--- config.mk ---
export PLATFORM = sky130hd
export DESIGN_NAME = lcr_regs
export DESIGN_NICKNAME = d
export VERILOG_FILES = /design/src/rtl/lcr_pkg.sv /design/src/rtl/lcr_regs.sv
export SDC_FILE = /design/constraint.sdc
export NUM_CORES = 1
export LEC_CHECK = 0
export BUFFER_PORTS_ARGS = -buffer_cell sky130_fd_sc_hd__buf_2
export CAP_MARGIN = 20
export CELL_PAD_IN_SITES_DETAIL_PLACEMENT = 1
export CELL_PAD_IN_SITES_GLOBAL_PLACEMENT = 1
export CORE_AREA = 2 2 149 151
export CTS_BUF_LIST = sky130_fd_sc_hd__clkbuf_8 sky130_fd_sc_hd__clkbuf_16
export DETAILED_ROUTE_END_ITERATION = 6
export DIE_AREA = 0 0 151 153
export PLACE_DENSITY = 0.59
export SLEW_MARGIN = 20
export SYNTH_ARGS = -nofsm -noshare
export SYNTH_HDL_FRONTEND = slang
export SYNTH_SLANG_ARGS = --single-unit
--- constraint.sdc ---
create_clock -name mclk -period 3.6 [get_ports mclk]
set_input_delay 0.54 -clock mclk [delete_from_list [all_inputs] [get_ports mclk]]
set_output_delay 0.54 -clock mclk [all_outputs]
set_load 0.1 [all_outputs]
--- src/rtl/lcr_pkg.sv ---
// Package: offsets, reset values, field positions and carriers of the bank
package lcr_pkg;
  // Register offsets
  localparam logic [7:0] GREEN_PWM_DUTY_ADDR = 8'h03;
  localparam logic [7:0] BLUE_PWM_DUTY_ADDR = 8'h04;
  localparam logic [7:0] RED_LED_CURRENT_ADDR = 8'h05;
  localparam logic [7:0] GREEN_LED_CURRENT_ADDR = 8'h06;
  localparam logic [7:0] BLUE_LED_CURRENT_ADDR = 8'h07;
  localparam logic [7:0] DRIVER_CONFIGURATION_ADDR = 8'h08;
  localparam logic [7:0] RED_PROGRAM_COUNTER_ADDR = 8'h09;
  // Reset values
  localparam logic [7:0] PWM_DUTY_RESET = 8'h00;
  localparam logic [7:0] LED_CURRENT_RESET = 8'haf;
  localparam logic [7:0] CONFIG_RESET = 8'h00;
  localparam logic [3:0] PC_RESET = 4'h0;
  // Configuration field positions
  localparam int CFG_FAST_PWM_BIT = 6;
  localparam int CFG_POWER_SAVE_BIT = 5;
  localparam int CFG_PUMP_MSB = 4;
  localparam int CFG_PUMP_LSB = 3;
  localparam int CFG_RED_SUPPLY_BIT = 2;
  localparam int CFG_CLK_SRC_MSB = 1;
  localparam int CFG_CLK_SRC_LSB = 0;
  localparam logic [7:0] CONFIG_WRITE_MASK = 8'h7f;
  localparam int PC_WIDTH = 4;
  // Current step per code in microamps
  localparam int CURRENT_STEP_UA = 100;
  // Mode and control codes
  localparam logic [1:0] MODE_DIRECT = 2'b11;
  localparam logic [1:0] SEQUENCER_RUN_CONTROL_HOLD = 2'b00;
  localparam logic [1:0] PUMP_OFF = 2'b00;
  localparam logic [1:0] PUMP_BYPASS = 2'b01;
  localparam logic [1:0] PUMP_GAIN = 2'b10;
  localparam logic [1:0] PUMP_AUTO = 2'b11;
  localparam logic [1:0] CLK_SRC_EXT = 2'b00;
  localparam logic [1:0] CLK_SRC_AUTO = 2'b10;
  // Timing
  localparam int CLK_HZ = 100000000;
  localparam int SLOW_CLK_HZ = 32768;
  localparam int FAST_PWM_HZ = 558;
  localparam int PWM_STEPS = 256;
  localparam int INT_SLOW_DIV = CLK_HZ / SLOW_CLK_HZ;
  localparam int FAST_STEP_DIV = CLK_HZ / (FAST_PWM_HZ * PWM_STEPS);
  localparam int EXT_LOSS_TICKS = 4;

  typedef struct packed {
    logic wr;
    logic rd;
    logic [7:0] addr;
    logic [7:0] wdata;
  } lcr_req_type;

  typedef struct packed {
    logic pump_enable;
    logic pump_bypass;
    logic pump_gain;
    logic pump_auto;
    logic power_saving_enable;
    logic red_supply_select;
    logic ext_clock_used;
  } lcr_ctrl_type;

  typedef struct packed {
    logic [7:0] red;
    logic [7:0] green;
    logic [7:0] blue;
  } lcr_current_type;
endpackage : lcr_pkg

--- src/rtl/lcr_regs.sv ---
// LED channel register bank with PWM timing and slow-clock handover
`timescale 1ns/1ns
module lcr_regs #(
  parameter int INT_DIV = lcr_pkg::INT_SLOW_DIV,
  parameter int FAST_DIV = lcr_pkg::FAST_STEP_DIV
) (
  input wire logic mclk,
  input wire logic resetn,
  input wire lcr_pkg::lcr_req_type req,
  output logic [7:0] rdata,
  output logic rvalid,
  input wire logic slow_clock_input,
  input wire logic [1:0] green_mode,
  input wire logic [1:0] blue_mode,
  input wire logic [1:0] red_sequencer_run_control,
  input wire logic [7:0] green_seq_level,
  input wire logic [7:0] blue_seq_level,
  output logic [7:0] green_pwm_level,
  output logic [7:0] blue_pwm_level,
  output logic green_pwm_out,
  output logic blue_pwm_out,
  output lcr_pkg::lcr_current_type current_code,
  output lcr_pkg::lcr_ctrl_type ctrl,
  output logic seq_tick,
  output logic [3:0] red_program_counter,
  output logic red_pc_load
);
  import lcr_pkg::*;

  // Register state
  logic [7:0] green_pwm_duty_r, green_pwm_duty_nxt;
  logic [7:0] blue_pwm_duty_r, blue_pwm_duty_nxt;
  lcr_current_type current_r, current_nxt;
  logic [7:0] config_r, config_nxt;
  logic [PC_WIDTH-1:0] pc_r, pc_nxt;
  logic pc_pend_r, pc_pend_nxt;
  logic [PC_WIDTH-1:0] pc_seq_r, pc_seq_nxt;
  logic pc_load_r, pc_load_nxt;
  logic [7:0] rdata_r, rdata_nxt;
  logic rvalid_r, rvalid_nxt;
  // Timing state
  logic sync1_r, sync2_r, sync3_r;
  logic [11:0] int_cnt_r, int_cnt_nxt;
  logic [9:0] fast_cnt_r, fast_cnt_nxt;
  logic [2:0] loss_cnt_r, loss_cnt_nxt;
  logic ext_used_r, ext_used_nxt;
  logic [7:0] pwm_cnt_r, pwm_cnt_nxt;
  logic green_out_r, green_out_nxt;
  logic blue_out_r, blue_out_nxt;
  logic [7:0] green_lvl_r, green_lvl_nxt;
  logic [7:0] blue_lvl_r, blue_lvl_nxt;
  logic [2:0] fill_r;
  lcr_ctrl_type ctrl_r, ctrl_nxt;

  logic in_hold;
  logic ext_edge;
  logic int_tick;
  logic fast_tick;
  logic slow_tick;
  logic pwm_step;
  logic [1:0] clk_src;
  logic ext_rise;
  logic [1:0] pump_nxt;

  // Hold test, shared by counter read and write paths
  function automatic logic is_hold(input logic [1:0] code);
    return code == SEQUENCER_RUN_CONTROL_HOLD;
  endfunction : is_hold

  // Duty compare, used for both colour channels
  function automatic logic pwm_high(input logic [7:0] lvl,
                                    input logic [7:0] cnt);
    return cnt < lvl;
  endfunction : pwm_high

  assign in_hold = is_hold(red_sequencer_run_control);
  assign clk_src = config_r[CFG_CLK_SRC_MSB:CFG_CLK_SRC_LSB];
  // Both edges of the slow clock pace the 256 Hz PWM frame; edges count
  // only once the pin has filled all three stages, so a pin that is
  // already high at reset release gives no false edge
  assign ext_edge = fill_r[2] & (sync2_r ^ sync3_r);
  assign ext_rise = fill_r[2] & sync2_r & ~sync3_r;
  assign int_tick = int_cnt_r == 12'(INT_DIV - 1);
  assign fast_tick = fast_cnt_r == 10'(FAST_DIV - 1);
  // Only rising edges count as sequencer clock ticks
  assign slow_tick = ext_used_r ? ext_rise : int_tick;
  assign pwm_step = config_r[CFG_FAST_PWM_BIT] ? fast_tick : ext_edge;

  // Slow clock pin synchroniser; the third stage feeds edge detection
  always_ff @(posedge mclk or negedge resetn) begin
    if (!resetn) begin
      sync1_r <= 1'b0;
      sync2_r <= 1'b0;
      sync3_r <= 1'b0;
      fill_r <= 3'h0;
    end else begin
      sync1_r <= slow_clock_input;
      sync2_r <= sync1_r;
      sync3_r <= sync2_r;
      fill_r <= {fill_r[1:0], 1'b1};
    end
  end

  // Clock source choice and internal dividers
  always_comb begin
    int_cnt_nxt = int_tick ? 12'h000 : int_cnt_r + 12'h001;
    fast_cnt_nxt = fast_tick ? 10'h000 : fast_cnt_r + 10'h001;
    loss_cnt_nxt = loss_cnt_r;
    if (ext_edge) begin
      loss_cnt_nxt = 3'h0;
    end else if (int_tick && loss_cnt_r != 3'(EXT_LOSS_TICKS)) begin
      loss_cnt_nxt = loss_cnt_r + 3'h1;
    end
    // Auto mode falls back once external edges stop for a few periods
    unique case (clk_src)
      CLK_SRC_EXT: ext_used_nxt = 1'b1;
      CLK_SRC_AUTO: ext_used_nxt = loss_cnt_r != 3'(EXT_LOSS_TICKS);
      default: ext_used_nxt = 1'b0;
    endcase
  end

  always_ff @(posedge mclk or negedge resetn) begin
    if (!resetn) begin
      int_cnt_r <= 12'h000;
      fast_cnt_r <= 10'h000;
      loss_cnt_r <= 3'(EXT_LOSS_TICKS);
      ext_used_r <= 1'b1;
    end else begin
      int_cnt_r <= int_cnt_nxt;
      fast_cnt_r <= fast_cnt_nxt;
      loss_cnt_r <= loss_cnt_nxt;
      ext_used_r <= ext_used_nxt;
    end
  end

  // PWM counter and outputs; level changes only at frame start to avoid
  // glitched duty when the register is written mid-frame
  always_comb begin
    pwm_cnt_nxt = pwm_cnt_r;
    green_lvl_nxt = green_lvl_r;
    blue_lvl_nxt = blue_lvl_r;
    green_out_nxt = green_out_r;
    blue_out_nxt = blue_out_r;
    if (pwm_step) begin
      pwm_cnt_nxt = pwm_cnt_r + 8'h01;
      if (pwm_cnt_r == 8'hff) begin
        green_lvl_nxt = (green_mode == MODE_DIRECT) ?
                        green_pwm_duty_r : green_seq_level;
        blue_lvl_nxt = (blue_mode == MODE_DIRECT) ?
                       blue_pwm_duty_r : blue_seq_level;
      end
      green_out_nxt = pwm_high(green_lvl_nxt, pwm_cnt_nxt);
      blue_out_nxt = pwm_high(blue_lvl_nxt, pwm_cnt_nxt);
    end
  end

  always_ff @(posedge mclk or negedge resetn) begin
    if (!resetn) begin
      pwm_cnt_r <= 8'h00;
      green_lvl_r <= PWM_DUTY_RESET;
      blue_lvl_r <= PWM_DUTY_RESET;
      green_out_r <= 1'b0;
      blue_out_r <= 1'b0;
    end else begin
      pwm_cnt_r <= pwm_cnt_nxt;
      green_lvl_r <= green_lvl_nxt;
      blue_lvl_r <= blue_lvl_nxt;
      green_out_r <= green_out_nxt;
      blue_out_r <= blue_out_nxt;
    end
  end

  // Register writes, reads and counter handover
  always_comb begin
    green_pwm_duty_nxt = green_pwm_duty_r;
    blue_pwm_duty_nxt = blue_pwm_duty_r;
    current_nxt = current_r;
    config_nxt = config_r;
    pc_nxt = pc_r;
    pc_pend_nxt = pc_pend_r;
    pc_seq_nxt = pc_seq_r;
    pc_load_nxt = 1'b0;
    rdata_nxt = rdata_r;
    rvalid_nxt = 1'b0;
    // Pending counter value moves over on the next slow tick
    if (pc_pend_r && slow_tick) begin
      pc_seq_nxt = pc_r;
      pc_load_nxt = 1'b1;
      pc_pend_nxt = 1'b0;
    end
    if (req.wr) begin
      unique case (req.addr)
        GREEN_PWM_DUTY_ADDR: green_pwm_duty_nxt = req.wdata;
        BLUE_PWM_DUTY_ADDR: blue_pwm_duty_nxt = req.wdata;
        RED_LED_CURRENT_ADDR: current_nxt.red = req.wdata;
        GREEN_LED_CURRENT_ADDR: current_nxt.green = req.wdata;
        BLUE_LED_CURRENT_ADDR: current_nxt.blue = req.wdata;
        DRIVER_CONFIGURATION_ADDR:
          config_nxt = req.wdata & CONFIG_WRITE_MASK;
        RED_PROGRAM_COUNTER_ADDR: begin
          if (in_hold) begin
            pc_nxt = req.wdata[PC_WIDTH-1:0];
            pc_pend_nxt = 1'b1;
          end
        end
        default: begin
        end
      endcase
    end
    if (req.rd) begin
      rvalid_nxt = 1'b1;
      unique case (req.addr)
        GREEN_PWM_DUTY_ADDR: rdata_nxt = green_pwm_duty_r;
        BLUE_PWM_DUTY_ADDR: rdata_nxt = blue_pwm_duty_r;
        RED_LED_CURRENT_ADDR: rdata_nxt = current_r.red;
        GREEN_LED_CURRENT_ADDR: rdata_nxt = current_r.green;
        BLUE_LED_CURRENT_ADDR: rdata_nxt = current_r.blue;
        DRIVER_CONFIGURATION_ADDR: rdata_nxt = config_r;
        RED_PROGRAM_COUNTER_ADDR:
          rdata_nxt = in_hold ? {4'h0, pc_r} : 8'h00;
        default: rdata_nxt = 8'h00;
      endcase
    end
  end

  always_ff @(posedge mclk or negedge resetn) begin
    if (!resetn) begin
      green_pwm_duty_r <= PWM_DUTY_RESET;
      blue_pwm_duty_r <= PWM_DUTY_RESET;
      current_r <= {3{LED_CURRENT_RESET}};
      config_r <= CONFIG_RESET;
      pc_r <= PC_RESET;
      pc_pend_r <= 1'b0;
      pc_seq_r <= PC_RESET;
      pc_load_r <= 1'b0;
      rdata_r <= 8'h00;
      rvalid_r <= 1'b0;
    end else begin
      green_pwm_duty_r <= green_pwm_duty_nxt;
      blue_pwm_duty_r <= blue_pwm_duty_nxt;
      current_r <= current_nxt;
      config_r <= config_nxt;
      pc_r <= pc_nxt;
      pc_pend_r <= pc_pend_nxt;
      pc_seq_r <= pc_seq_nxt;
      pc_load_r <= pc_load_nxt;
      rdata_r <= rdata_nxt;
      rvalid_r <= rvalid_nxt;
    end
  end

  // Control decode from the next configuration value, so the registered
  // outputs move on the same edge as the register they mirror
  assign pump_nxt = config_nxt[CFG_PUMP_MSB:CFG_PUMP_LSB];
  always_comb begin
    ctrl_nxt.pump_enable = pump_nxt != PUMP_OFF;
    ctrl_nxt.pump_bypass = pump_nxt == PUMP_BYPASS;
    ctrl_nxt.pump_gain = pump_nxt == PUMP_GAIN;
    ctrl_nxt.pump_auto = pump_nxt == PUMP_AUTO;
    ctrl_nxt.power_saving_enable = config_nxt[CFG_POWER_SAVE_BIT];
    ctrl_nxt.red_supply_select = config_nxt[CFG_RED_SUPPLY_BIT];
    ctrl_nxt.ext_clock_used = ext_used_nxt;
  end

  // Reset value is the decode of an all-zero configuration
  always_ff @(posedge mclk or negedge resetn) begin
    if (!resetn) begin
      ctrl_r <= '{ext_clock_used: 1'b1, default: 1'b0};
    end else begin
      ctrl_r <= ctrl_nxt;
    end
  end

  assign current_code = current_r;
  assign ctrl = ctrl_r;
  assign rdata = rdata_r;
  assign rvalid = rvalid_r;
  assign green_pwm_level = green_lvl_r;
  assign blue_pwm_level = blue_lvl_r;
  assign green_pwm_out = green_out_r;
  assign blue_pwm_out = blue_out_r;
  assign seq_tick = slow_tick;
  assign red_program_counter = pc_seq_r;
  assign red_pc_load = pc_load_r;
endmodule : lcr_regs

==> results of run 1 <==
per-layer routing:
metal / global-route usage / up-vias / routed length, um
met3: 0.0397 / 27 / 747
met5: 0 / - / 0
met1: 0.209 / 2352 / 7980
li1: - / 2186 / -
met4: 0.0596 / 0 / 377
met2: 0.265 / 99 / 8800
logic make-up after synthesis:
kind of cell / after synthesis / synth area share
and+or+nand+nor: 164 / 0.141
muxes: 83 / 0.157
AOI/OAI and AO/OA: 86 / 0.0794
xor gates and xnor gates: 31 / 0.0429
buffers and inverters: 39 / 0.0306
other: 1 / 0.000592
DFF: 128 / 0.509
adders and majority gates: 20 / 0.0395
path summary, 6_finish.rpt:
check	end	cells after the start	slack [ns]
max	seq_tick	6	1.00
min	blue_pwm_level[5]	1	0.18
max reg2reg	green_pwm_out	9	1.06
min reg2reg	fill_r[2]	0	0.35
max in group asynchronous	current_code[0]	2	2.50
min in group mclk	sync1_r	1	0.22
power by group through the flow:
stage / combinational (mW) / clock (mW) / sequential (mW)
2_1_floorplan: 0.264 / 0 / 1.75
3_3_place_gp: 0.565 / 0 / 1.62
3_5_place_dp: 0.589 / 0 / 1.63
4_1_cts: 0.592 / 1.77 / 1.60
5_1_grt: 0.637 / 1.83 / 1.61
6_report: 0.584 / 1.73 / 1.60
registers in the layout, summed over array words and instances, names as in the netlist, 4 cells and up:
register and flops:
ctrl 5, pc_r 4, current_code 24, red_program_counter 4, pwm_cnt_r 8, blue_pwm_duty_r 8
config_r 7, int_cnt_r 12, green_pwm_level 8, green_pwm_duty_r 8, rdata 8, blue_pwm_level 8
fast_cnt_r 10
Yosys cell counts (3+ instances only):
cell      count  area share
a211oi_1      3      0.0036
a21oi_1      42       0.033
a31oi_1       4      0.0039
and2_1        3      0.0030
and3_1        8      0.0079
and4_1        3      0.0041
buf_1         3      0.0018
buf_2         8      0.0063
buf_4         4      0.0047
buf_6         3      0.0053
clkbuf_1      5      0.0030
dfrtp_1     108        0.43
dfstp_2      20       0.083
ha_1         20       0.039
inv_1        16      0.0095
mux2_2       48       0.085
mux2_4        8       0.019
mux2i_1      22       0.035
mux4_2        5       0.018
nand2_1      28       0.017
nand2b_1      8      0.0079
nand3_1      18       0.014
nand3b_1      3      0.0036
nand4_1       4      0.0039
nor2_1       62       0.037
nor3_1        6      0.0047
o21ai_0      15       0.012
o22ai_1       7      0.0069
xnor2_1      20       0.028
xor2_1       11       0.015
area by class of cell:
| type | count | share of cell area |
|---|---|---|
| clock buffers | 21 | 0.0622 |
| clock inverters | 11 | 0.0149 |
| inverters | 16 | 0.00778 |
| multi-input cells | 385 | 0.377 |
| flip-flops and latches | 128 | 0.418 |
| well taps | 280 | 0.0454 |
| repair buffers | 110 | 0.0745 |
metrics by stage:
step	cells	setup slack [ns]
after floorplan	552	0.505
after global placement	919	1.03
after detailed placement	919	0.939
after CTS	951	0.916
after global routing	951	0.842
final	951	1.00
worst register-to-register path: stages (launching register included):
cell,delay (ns)
dfrtp_1,0.45
ha_1,0.31
nand4_1,0.15
buf_4,0.24
nor2_1,0.12
a21oi_1,0.05
ha_1,0.32
a2111oi_0,0.43
a31oi_1,0.15
o31ai_1,0.24
==> impl_metrics.tcl, run 1 <==
set metrics [dict create \
    gp_congestion 0.779 \
    fin_nets 721 \
    setup_violations 0 \
    fin_crit_sh 0.722 \
    swShare 0.290 \
    end_kind "output port" \
    synth-edff-count 0 \
    intPower_mw 2.78 \
    cts_buffers 17 \
    p_leak_nw 3.67 \
    grt_max_degree 73 \
    tritoncts "built" \
    initial_core_util 0.295 \
    fin_area_sq_um 7720 \
    drv_slew 0 \
    hold_class "input pin to async pin" \
    hold-worst-slack_ns 0.176 \
    worstSetupStartpointType "flop" \
    ir_worst_vdd_mv 0.317 \
    n_fill_cell 2344 \
    final_hold_viol_count 0 \
    final.min_clock_period_ns 2.60 \
    synth_nets 615 \
    viasPerCell 4.90 \
    insertion_delay_ns 0.42 \
    die_h_um 153 \
    path_clk_slew_ns 0.06 \
    grt_antenna_before_repair 0 \
    syn_area_sq_um 6340 \
    layout_commonest_cell "dfrtp_1" \
    core_sq_um 21500 \
    clock_power_share 0.442 \
    grt-ovfl-total 0 \
    drt-initial-drc-count 210 \
    slowest_delay_ns 0.48 \
    ys_seq_area_frac 0.509 \
    status "finished clean" \
    track_usage 0.163 \
    crit_chain "inv_1, ha_1, and4b_1, nand3_1, o21ai_1, buf_2" \
    grt_pass1_wl_um 28500 \
    port_buffers 106 \
    r2r-start "pwm_cnt_r[0]" \
    dieArea_sq_um 23100 \
    ctsRootBufferMaster "clkbuf_16" \
    num_vias 4664 \
    worst_slew_pin_slew_ns 0.786 \
    p_seq_frac 0.409 \
    dpl_cell_area_sq_um 7130 \
    grt_pass1_vias 5090 \
    switchingPower_mw 1.14 \
    critical_path_class "flop to output port" \
    ys.flop_type "dfrtp_1" \
    ant_nets 0 \
    path_buf_inv 2 \
    dp_hpwl_um 13200 \
    relSlewSlack 0.476 \
    post_cts_buffers 0 \
    yosys_register_bits 128 \
    fin_skew_ns 0.00951 \
    powerDensity_nw_per_um2 507 \
    crit_required_ns 3.06 \
    ctsResizeCount 0 \
    drive_gt1_frac 0.346 \
    syn_inst 552 \
    async_flop_share 1.00 \
    cts.hold.buffers_added 0 \
    yosysUniqueCellTypes 58 \
    final_util 0.359 \
    regArea_sq_um 3230 \
    comb_power_share 0.149 \
    crit_family "buffers and inverters" \
    critPathArrivalTime_ns 2.06 \
    synth.avg_cell_area_sq_um 11.5 \
    route.detailed.drc 0 \
    die_width_um 151 \
    crit_start "int_cnt_r[0]" \
    yosys_warnings 0 \
    multi_input_area_sq_um 2910 \
    rows 54 \
    crit_slowest_cell "buf_2" \
    ioPinCount 107 \
    tns_ns 0 \
    clockBufferDepth 2 \
    drv_cap 0 \
    n_antenna_cell 0 \
    power.total_mw 3.92 \
    dr.pass1.iters 4 \
    rsz0062_at_grt "no" \
    area_growth_pct 21.9 \
    clock-sinks 128 \
    routed_wl_um 17900 \
    cts_max_level 4 \
    wl_per_cell_um 18.8 \
    cp_max_fo 5 \
    max_freq_ghz 0.385 \
    most-common-layout-cells "dfrtp_1, buf_2, nor2_1" \
]
Note: power is estimated with default switching activity, not from simulation.
==> run 2, diff against run 1 <==
--- a/config.mk
+++ b/config.mk
@@ -13,7 +13,7 @@
 export CTS_BUF_LIST = sky130_fd_sc_hd__clkbuf_8 sky130_fd_sc_hd__clkbuf_16
 export DETAILED_ROUTE_END_ITERATION = 6
 export DIE_AREA = 0 0 151 153
-export PLACE_DENSITY = 0.59
+export PLACE_DENSITY = 0.61
 export SLEW_MARGIN = 20
 export SYNTH_ARGS = -nofsm -noshare
 export SYNTH_HDL_FRONTEND = slang
==> constraint.sdc (replaced) <==
create_clock -name mclk -period 2.29 [get_ports mclk]
set_input_delay 0.3435 -clock mclk [delete_from_list [all_inputs] [get_ports mclk]]
set_output_delay 0.3435 -clock mclk [all_outputs]
set_load 0.1 [all_outputs]
==> run 2 against run 1 <==
The run now ends with negative setup slack left. First-iteration DRC count rose by 8.1%. Sequential power rose by 54%. Worst setup slack got worse by 1.0 ns. Clock skew barely moved. Count of clock-buffer cells in the layout did not move. Final cell count rose by 3.0%. Non-clock buffer count rose by 29. Global-route usage rose by 0.56 points. Total power rose by 74%. Die area did not move. Via count rose by 4.1%. Combinational power rose by 110%.
==> impl_metrics.tcl, run 2 (synthesis gave the netlist of run 1 again) <==
set metrics [dict create \
    status "complete, but fails checks" \
    violations "negative setup slack" \
    ir_worst_vdd_mv 0.520 \
    die_h_um 153 \
    end_kind "flop" \
    most-common-layout-cells "dfrtp_1, buf_2, nor2_1" \
    largest_reg_flops 24 \
    setup_violations 2 \
    post-place-ws_ns 0.0362 \
    drive_gt1_frac 0.403 \
    route.detailed.drc 0 \
    hold_class "input pin to flop" \
    final.min_clock_period_ns 2.30 \
    intPower_mw 4.98 \
    track_usage 0.168 \
    dp_hpwl_um 13800 \
    n_antenna_cell 0 \
    area_growth_pct 29.5 \
    fin_skew_ns 0.00957 \
    crit_required_ns 2.58 \
    worst_slew_pin_slew_ns 0.597 \
    layout_commonest_cell "dfrtp_1" \
    grt_pass1_wl_um 29400 \
    critPathArrivalTime_ns 2.60 \
    grt_max_degree 43 \
    worstSetupStartpointType "flop" \
    slowest_delay_ns 0.36 \
    wl_per_cell_um 19.1 \
    viasPerCell 4.95 \
    gp_congestion 0.822 \
    routed_wl_um 18800 \
    cts_buffers 17 \
    crit_chain "and4_4, nand4_1, buf_4, buf_4, nor2_1, a21oi_1, ha_1, nand2_1, nor2_2, o211ai_1, a31oi_1, o31ai_1" \
    path_clk_slew_ns 0.06 \
    tritoncts "built" \
    crit_family "simple AND/OR/NAND/NOR gates" \
    dr.pass1.iters 4 \
    num_vias 4853 \
    initial_core_util 0.295 \
    p_seq_frac 0.362 \
    cp_max_fo 8 \
    clock_power_share 0.462 \
    max_freq_ghz 0.434 \
    grt-ovfl-total 0 \
    drv_cap 0 \
    ant_nets 0 \
    worst_slack_ns -0.0150 \
    swShare 0.271 \
    powerDensity_nw_per_um2 833 \
    path_buf_inv 2 \
    fin_crit_sh 1.01 \
    critical_path_class "flop to flop" \
    port_buffers 106 \
    power.total_mw 6.83 \
    final_hold_viol_count 0 \
    rsz0062_at_grt "yes" \
    ioPinCount 107 \
    grt_antenna_before_repair 0 \
    clock-sinks 128 \
    switchingPower_mw 1.85 \
    insertion_delay_ns 0.42 \
    drt-initial-drc-count 227 \
    crit_top_cell "buf_4" \
    rows 54 \
    fin_nets 750 \
    grt_pass1_vias 5267 \
    relSlewSlack 0.602 \
    core_sq_um 21500 \
    cts_max_level 4 \
    crit_slowest_cell "dfrtp_1" \
    clockBufferDepth 2 \
    die_width_um 151 \
    drv_slew 0 \
    dieArea_sq_um 23100 \
    comb_power_share 0.176 \
    p_leak_nw 3.89 \
    n_fill_cell 2369 \
    ctsRootBufferMaster "clkbuf_16" \
    final_util 0.382 \
]
[run 2: cell count changes in the layout (fill, tap and decap cells not counted), moves of 3 or more]
cell	delta
buf_6	+4
nor2_1	-7
bufinv_16	+4
a21oi_1	-7
a21oi_2	+7
clkinvlp_4	-3
nor2_2	+5
buf_4	+23
[run 2: worst paths after layout]
check | start | to | slack, ns | depth (start not counted)
max in group asynchronous | resetn | current_code[5] | 1.13 | 3
worst max-delay path | pwm_cnt_r[2] | green_pwm_out | -0.01 | 12
worst min-delay path | slow_clock_input | sync1_r | 0.03 | 1
min in group asynchronous | resetn | rvalid | 0.47 | 2
worst min register to register | fill_r[0] | fill_r[1] | 0.35 | 0
worst max register to register | pwm_cnt_r[2] | green_pwm_out | -0.01 | 12
[run 2: cell type report]
| type | instances | area (sq um) | area share |
|---|---|---|---|
| clock buffer | 21 | 480 | 0.0586 |
| multi-input combinational | 385 | 3040 | 0.370 |
| sequential | 128 | 3230 | 0.393 |
| tap | 280 | 350 | 0.0427 |
| timing repair buffer | 139 | 838 | 0.102 |
| clock inverter | 11 | 209 | 0.0255 |
| inverter | 16 | 60.1 | 0.00732 |
[run 2: power groups by stage]
stage | clock network [mW] | registers [mW] | logic, mW
after global routing | 3.33 | 2.48 | 1.29
final | 3.15 | 2.47 | 1.20
after detailed placement | 0 | 2.51 | 1.12
after CTS | 3.23 | 2.47 | 1.13
after floorplan | 0 | 2.75 | 0.459
after global placement | 0 | 2.50 | 1.09
[run 2: what timing repair did]
action,CTS,global route
resized for setup,1,33
cloned,0,2
pin swaps,0,16
endpoints found under the hold margin,36,0
hold buffers,1,0
setup buffers,0,7
setup endpoints to repair,1,3
[run 2: per-stage QoR]
step | TNS, ns | cell area, sq um | hold WS (ns) | cells
4_1_cts | 0 | 8030 | 0.0133 | 971
5_1_grt | -0.275 | 8200 | 0.0148 | 980
3_3_place_gp | 0 | 7330 | 0.332 | 938
2_1_floorplan | 0 | 6390 | 0.0479 | 552
6_report | -0.0214 | 8200 | 0.0320 | 980
3_5_place_dp | 0 | 7330 | 0.339 | 938
[run 2: metal layers]
metal / share of wire / vias to the layer above / track usage
met5: 0 / - / 0
met4: 0.019 / 0 / 0.0512
met3: 0.044 / 31 / 0.0436
met2: 0.51 / 92 / 0.287
met1: 0.42 / 2498 / 0.209
li1: - / 2232 / -
==> run 3, diff against run 2 <==
--- a/config.mk
+++ b/config.mk
@@ -9,11 +9,12 @@
 export CAP_MARGIN = 20
 export CELL_PAD_IN_SITES_DETAIL_PLACEMENT = 1
 export CELL_PAD_IN_SITES_GLOBAL_PLACEMENT = 1
-export CORE_AREA = 2 2 149 151
+export CORE_AREA = 2 2 129 131
 export CTS_BUF_LIST = sky130_fd_sc_hd__clkbuf_8 sky130_fd_sc_hd__clkbuf_16
 export DETAILED_ROUTE_END_ITERATION = 6
-export DIE_AREA = 0 0 151 153
-export PLACE_DENSITY = 0.61
+export DIE_AREA = 0 0 131 133
+export GPL_ROUTABILITY_DRIVEN = 1
+export PLACE_DENSITY = 0.77
 export SLEW_MARGIN = 20
 export SYNTH_ARGS = -nofsm -noshare
 export SYNTH_HDL_FRONTEND = slang
==> run 3 against run 2 <==
The run still ends with negative setup slack left. Global-route usage grew 5.2 points. Worst setup slack lost 0.11 ns. Non-clock buffer count is the same. Sequential power is essentially flat. Wire length shrank 0.92%. Register-to-register slack lost 0.11 ns. Sequential share of layout area grew 1.2 points. Critical endpoint unchanged.
==> impl_metrics.tcl, run 3 (synthesis gave the netlist of run 1 again) <==
set metrics [dict create \
    placed_cells 879 \
    fin_crit_sh 1.06 \
    die_width_um 131 \
    relSlewSlack 0.559 \
    clock-sinks 128 \
    drt-initial-drc-count 250 \
    rsz0062_at_grt "yes" \
    core_sq_um 16200 \
    fin_skew_ns 0.00867 \
    r2r-start "pwm_cnt_r[4]" \
    viasPerCell 5.32 \
    drv_cap 0 \
    critPathArrivalTime_ns 2.76 \
    rrSetupSlack_ns -0.13 \
    layout_commonest_cell "dfrtp_1" \
    most-common-layout-cells "dfrtp_1, buf_2, nor2_1" \
    track_usage 0.220 \
    num_vias 4897 \
    gp_congestion 0.934 \
    initial_core_util 0.392 \
    tritoncts "built" \
    end_kind "flop" \
    reg2reg_depth 10 \
    p_leak_nw 3.85 \
    insertion_delay_ns 0.42 \
    grt_pass1_vias 5422 \
    drive_gt1_frac 0.384 \
    cp_max_fo 7 \
    cts_buffers 17 \
    crit_required_ns 2.63 \
    violations "negative setup slack" \
    port_buffers 106 \
    crit_slowest_cell "a2111oi_2" \
    timing.critical_path.to "green_pwm_out" \
    grt-ovfl-total 0 \
    final_hold_viol_count 0 \
    rows 47 \
    hold_class "input pin to flop" \
    ant_nets 0 \
    worst_slew_pin_slew_ns 0.652 \
    clockBufferDepth 2 \
    worstReg2RegEnd "green_pwm_out" \
    largest_reg_flops 24 \
    hold-worst-slack_ns 0.0417 \
    dp_hpwl_um 13400 \
    final.min_clock_period_ns 2.42 \
    ctsRootBufferMaster "clkbuf_16" \
    crit_chain "and4_4, nand4_1, buf_6, clkbuf_16, nor2_1, a21oi_2, ha_1, a2111oi_2, a31oi_1, o31ai_1" \
    fin_cells 920 \
    die_h_um 133 \
    ioPinCount 107 \
    slowest_delay_ns 0.43 \
    grt_pass1_wl_um 29300 \
    routed_wl_um 18600 \
    route.detailed.drc 0 \
    powerDensity_nw_per_um2 776 \
    area_growth_pct 25.6 \
    crit_start "pwm_cnt_r[4]" \
    drv_slew 0 \
    dr.pass1.iters 6 \
    n_antenna_cell 0 \
    wl_per_cell_um 20.2 \
    grt_max_degree 42 \
    fin_nets 750 \
    critical_path_class "flop to flop" \
    path_clk_slew_ns 0.06 \
    worstSetupStartpointType "flop" \
    max_freq_ghz 0.413 \
    dieArea_sq_um 17400 \
    setup_violations 2 \
    grt_antenna_before_repair 0 \
    cts_max_level 4 \
    status "complete, but fails checks" \
    ir_worst_vdd_mv 0.598 \
    worst_slack_ns -0.130 \
]
## run 3: cell count changes in the layout (fill, tap and decap cells not counted), sizes merged
cell and delta:
inv +4, clkinv +3, buf -2, bufinv -5
## run 3: layout make-up
type,instances,area (sq um)
inverter,16,60.1
sequential,128,3230
tap,220,275
fill,1777,8210
multi-input combinational,385,2990
clock inverter,13,85.1
timing repair buffer,139,866
clock buffer,19,453
## run 3: worst max-delay path: cells and delay by family (launching register included)
| family | cells | cell delay (ns) |
|---|---|---|
| flops | 1 | 0.35 |
| buf+inv | 2 | 0.32 |
| compound gates | 4 | 0.87 |
| simple gates | 3 | 0.54 |
| fa+ha+maj | 1 | 0.24 |
## run 3: power breakdown
part	internal [mW]	switching (mW)
Sequential	2.38	0.0929
Combinational	0.440	0.780
Clock	1.51	0.971
Total	4.34	1.84
## run 3: layer usage
metal	share of wire	GRT usage
met5	0	0
met4	0.024	0.0751
met2	0.51	0.364
met3	0.035	0.0501
met1	0.43	0.284
## run 3: timing repair
| action | CTS | global route |
|---|---|---|
| setup buffers | 1 | 5 |
| gates cloned | 0 | 2 |
| hold buffers | 1 | 0 |
| endpoints found under the hold margin | 35 | 0 |
| pin swaps | 0 | 6 |
| gates resized for setup | 2 | 12 |
| setup endpoints to repair | 3 | 3 |
## run 3: stage by stage
stage	setup slack [ns]	utilization	TNS (ns)	instance area (sq um)	power (mW)
6_report	-0.130	0.492	-0.195	7960	6.18
5_1_grt	-0.227	0.492	-0.387	7960	6.40
4_1_cts	0.00132	0.484	0	7840	6.15
3_5_place_dp	-0.0240	0.449	-0.0240	7260	3.62
3_3_place_gp	0.139	0.449	0	7260	3.56
2_1_floorplan	0.00944	-	0	6390	3.21
## run 3: how the worst min path moves through the flow
stage / startpoint / endpoint / cells past startpoint
after floorplan: resetn / blue_pwm_duty_r[0] / 0
after detailed placement: fill_r[0] / fill_r[1] / 0
final: slow_clock_input / sync1_r / 1
after global placement: fill_r[0] / fill_r[1] / 0
after global routing: slow_clock_input / sync1_r / 1
after CTS: slow_clock_input / sync1_r / 1
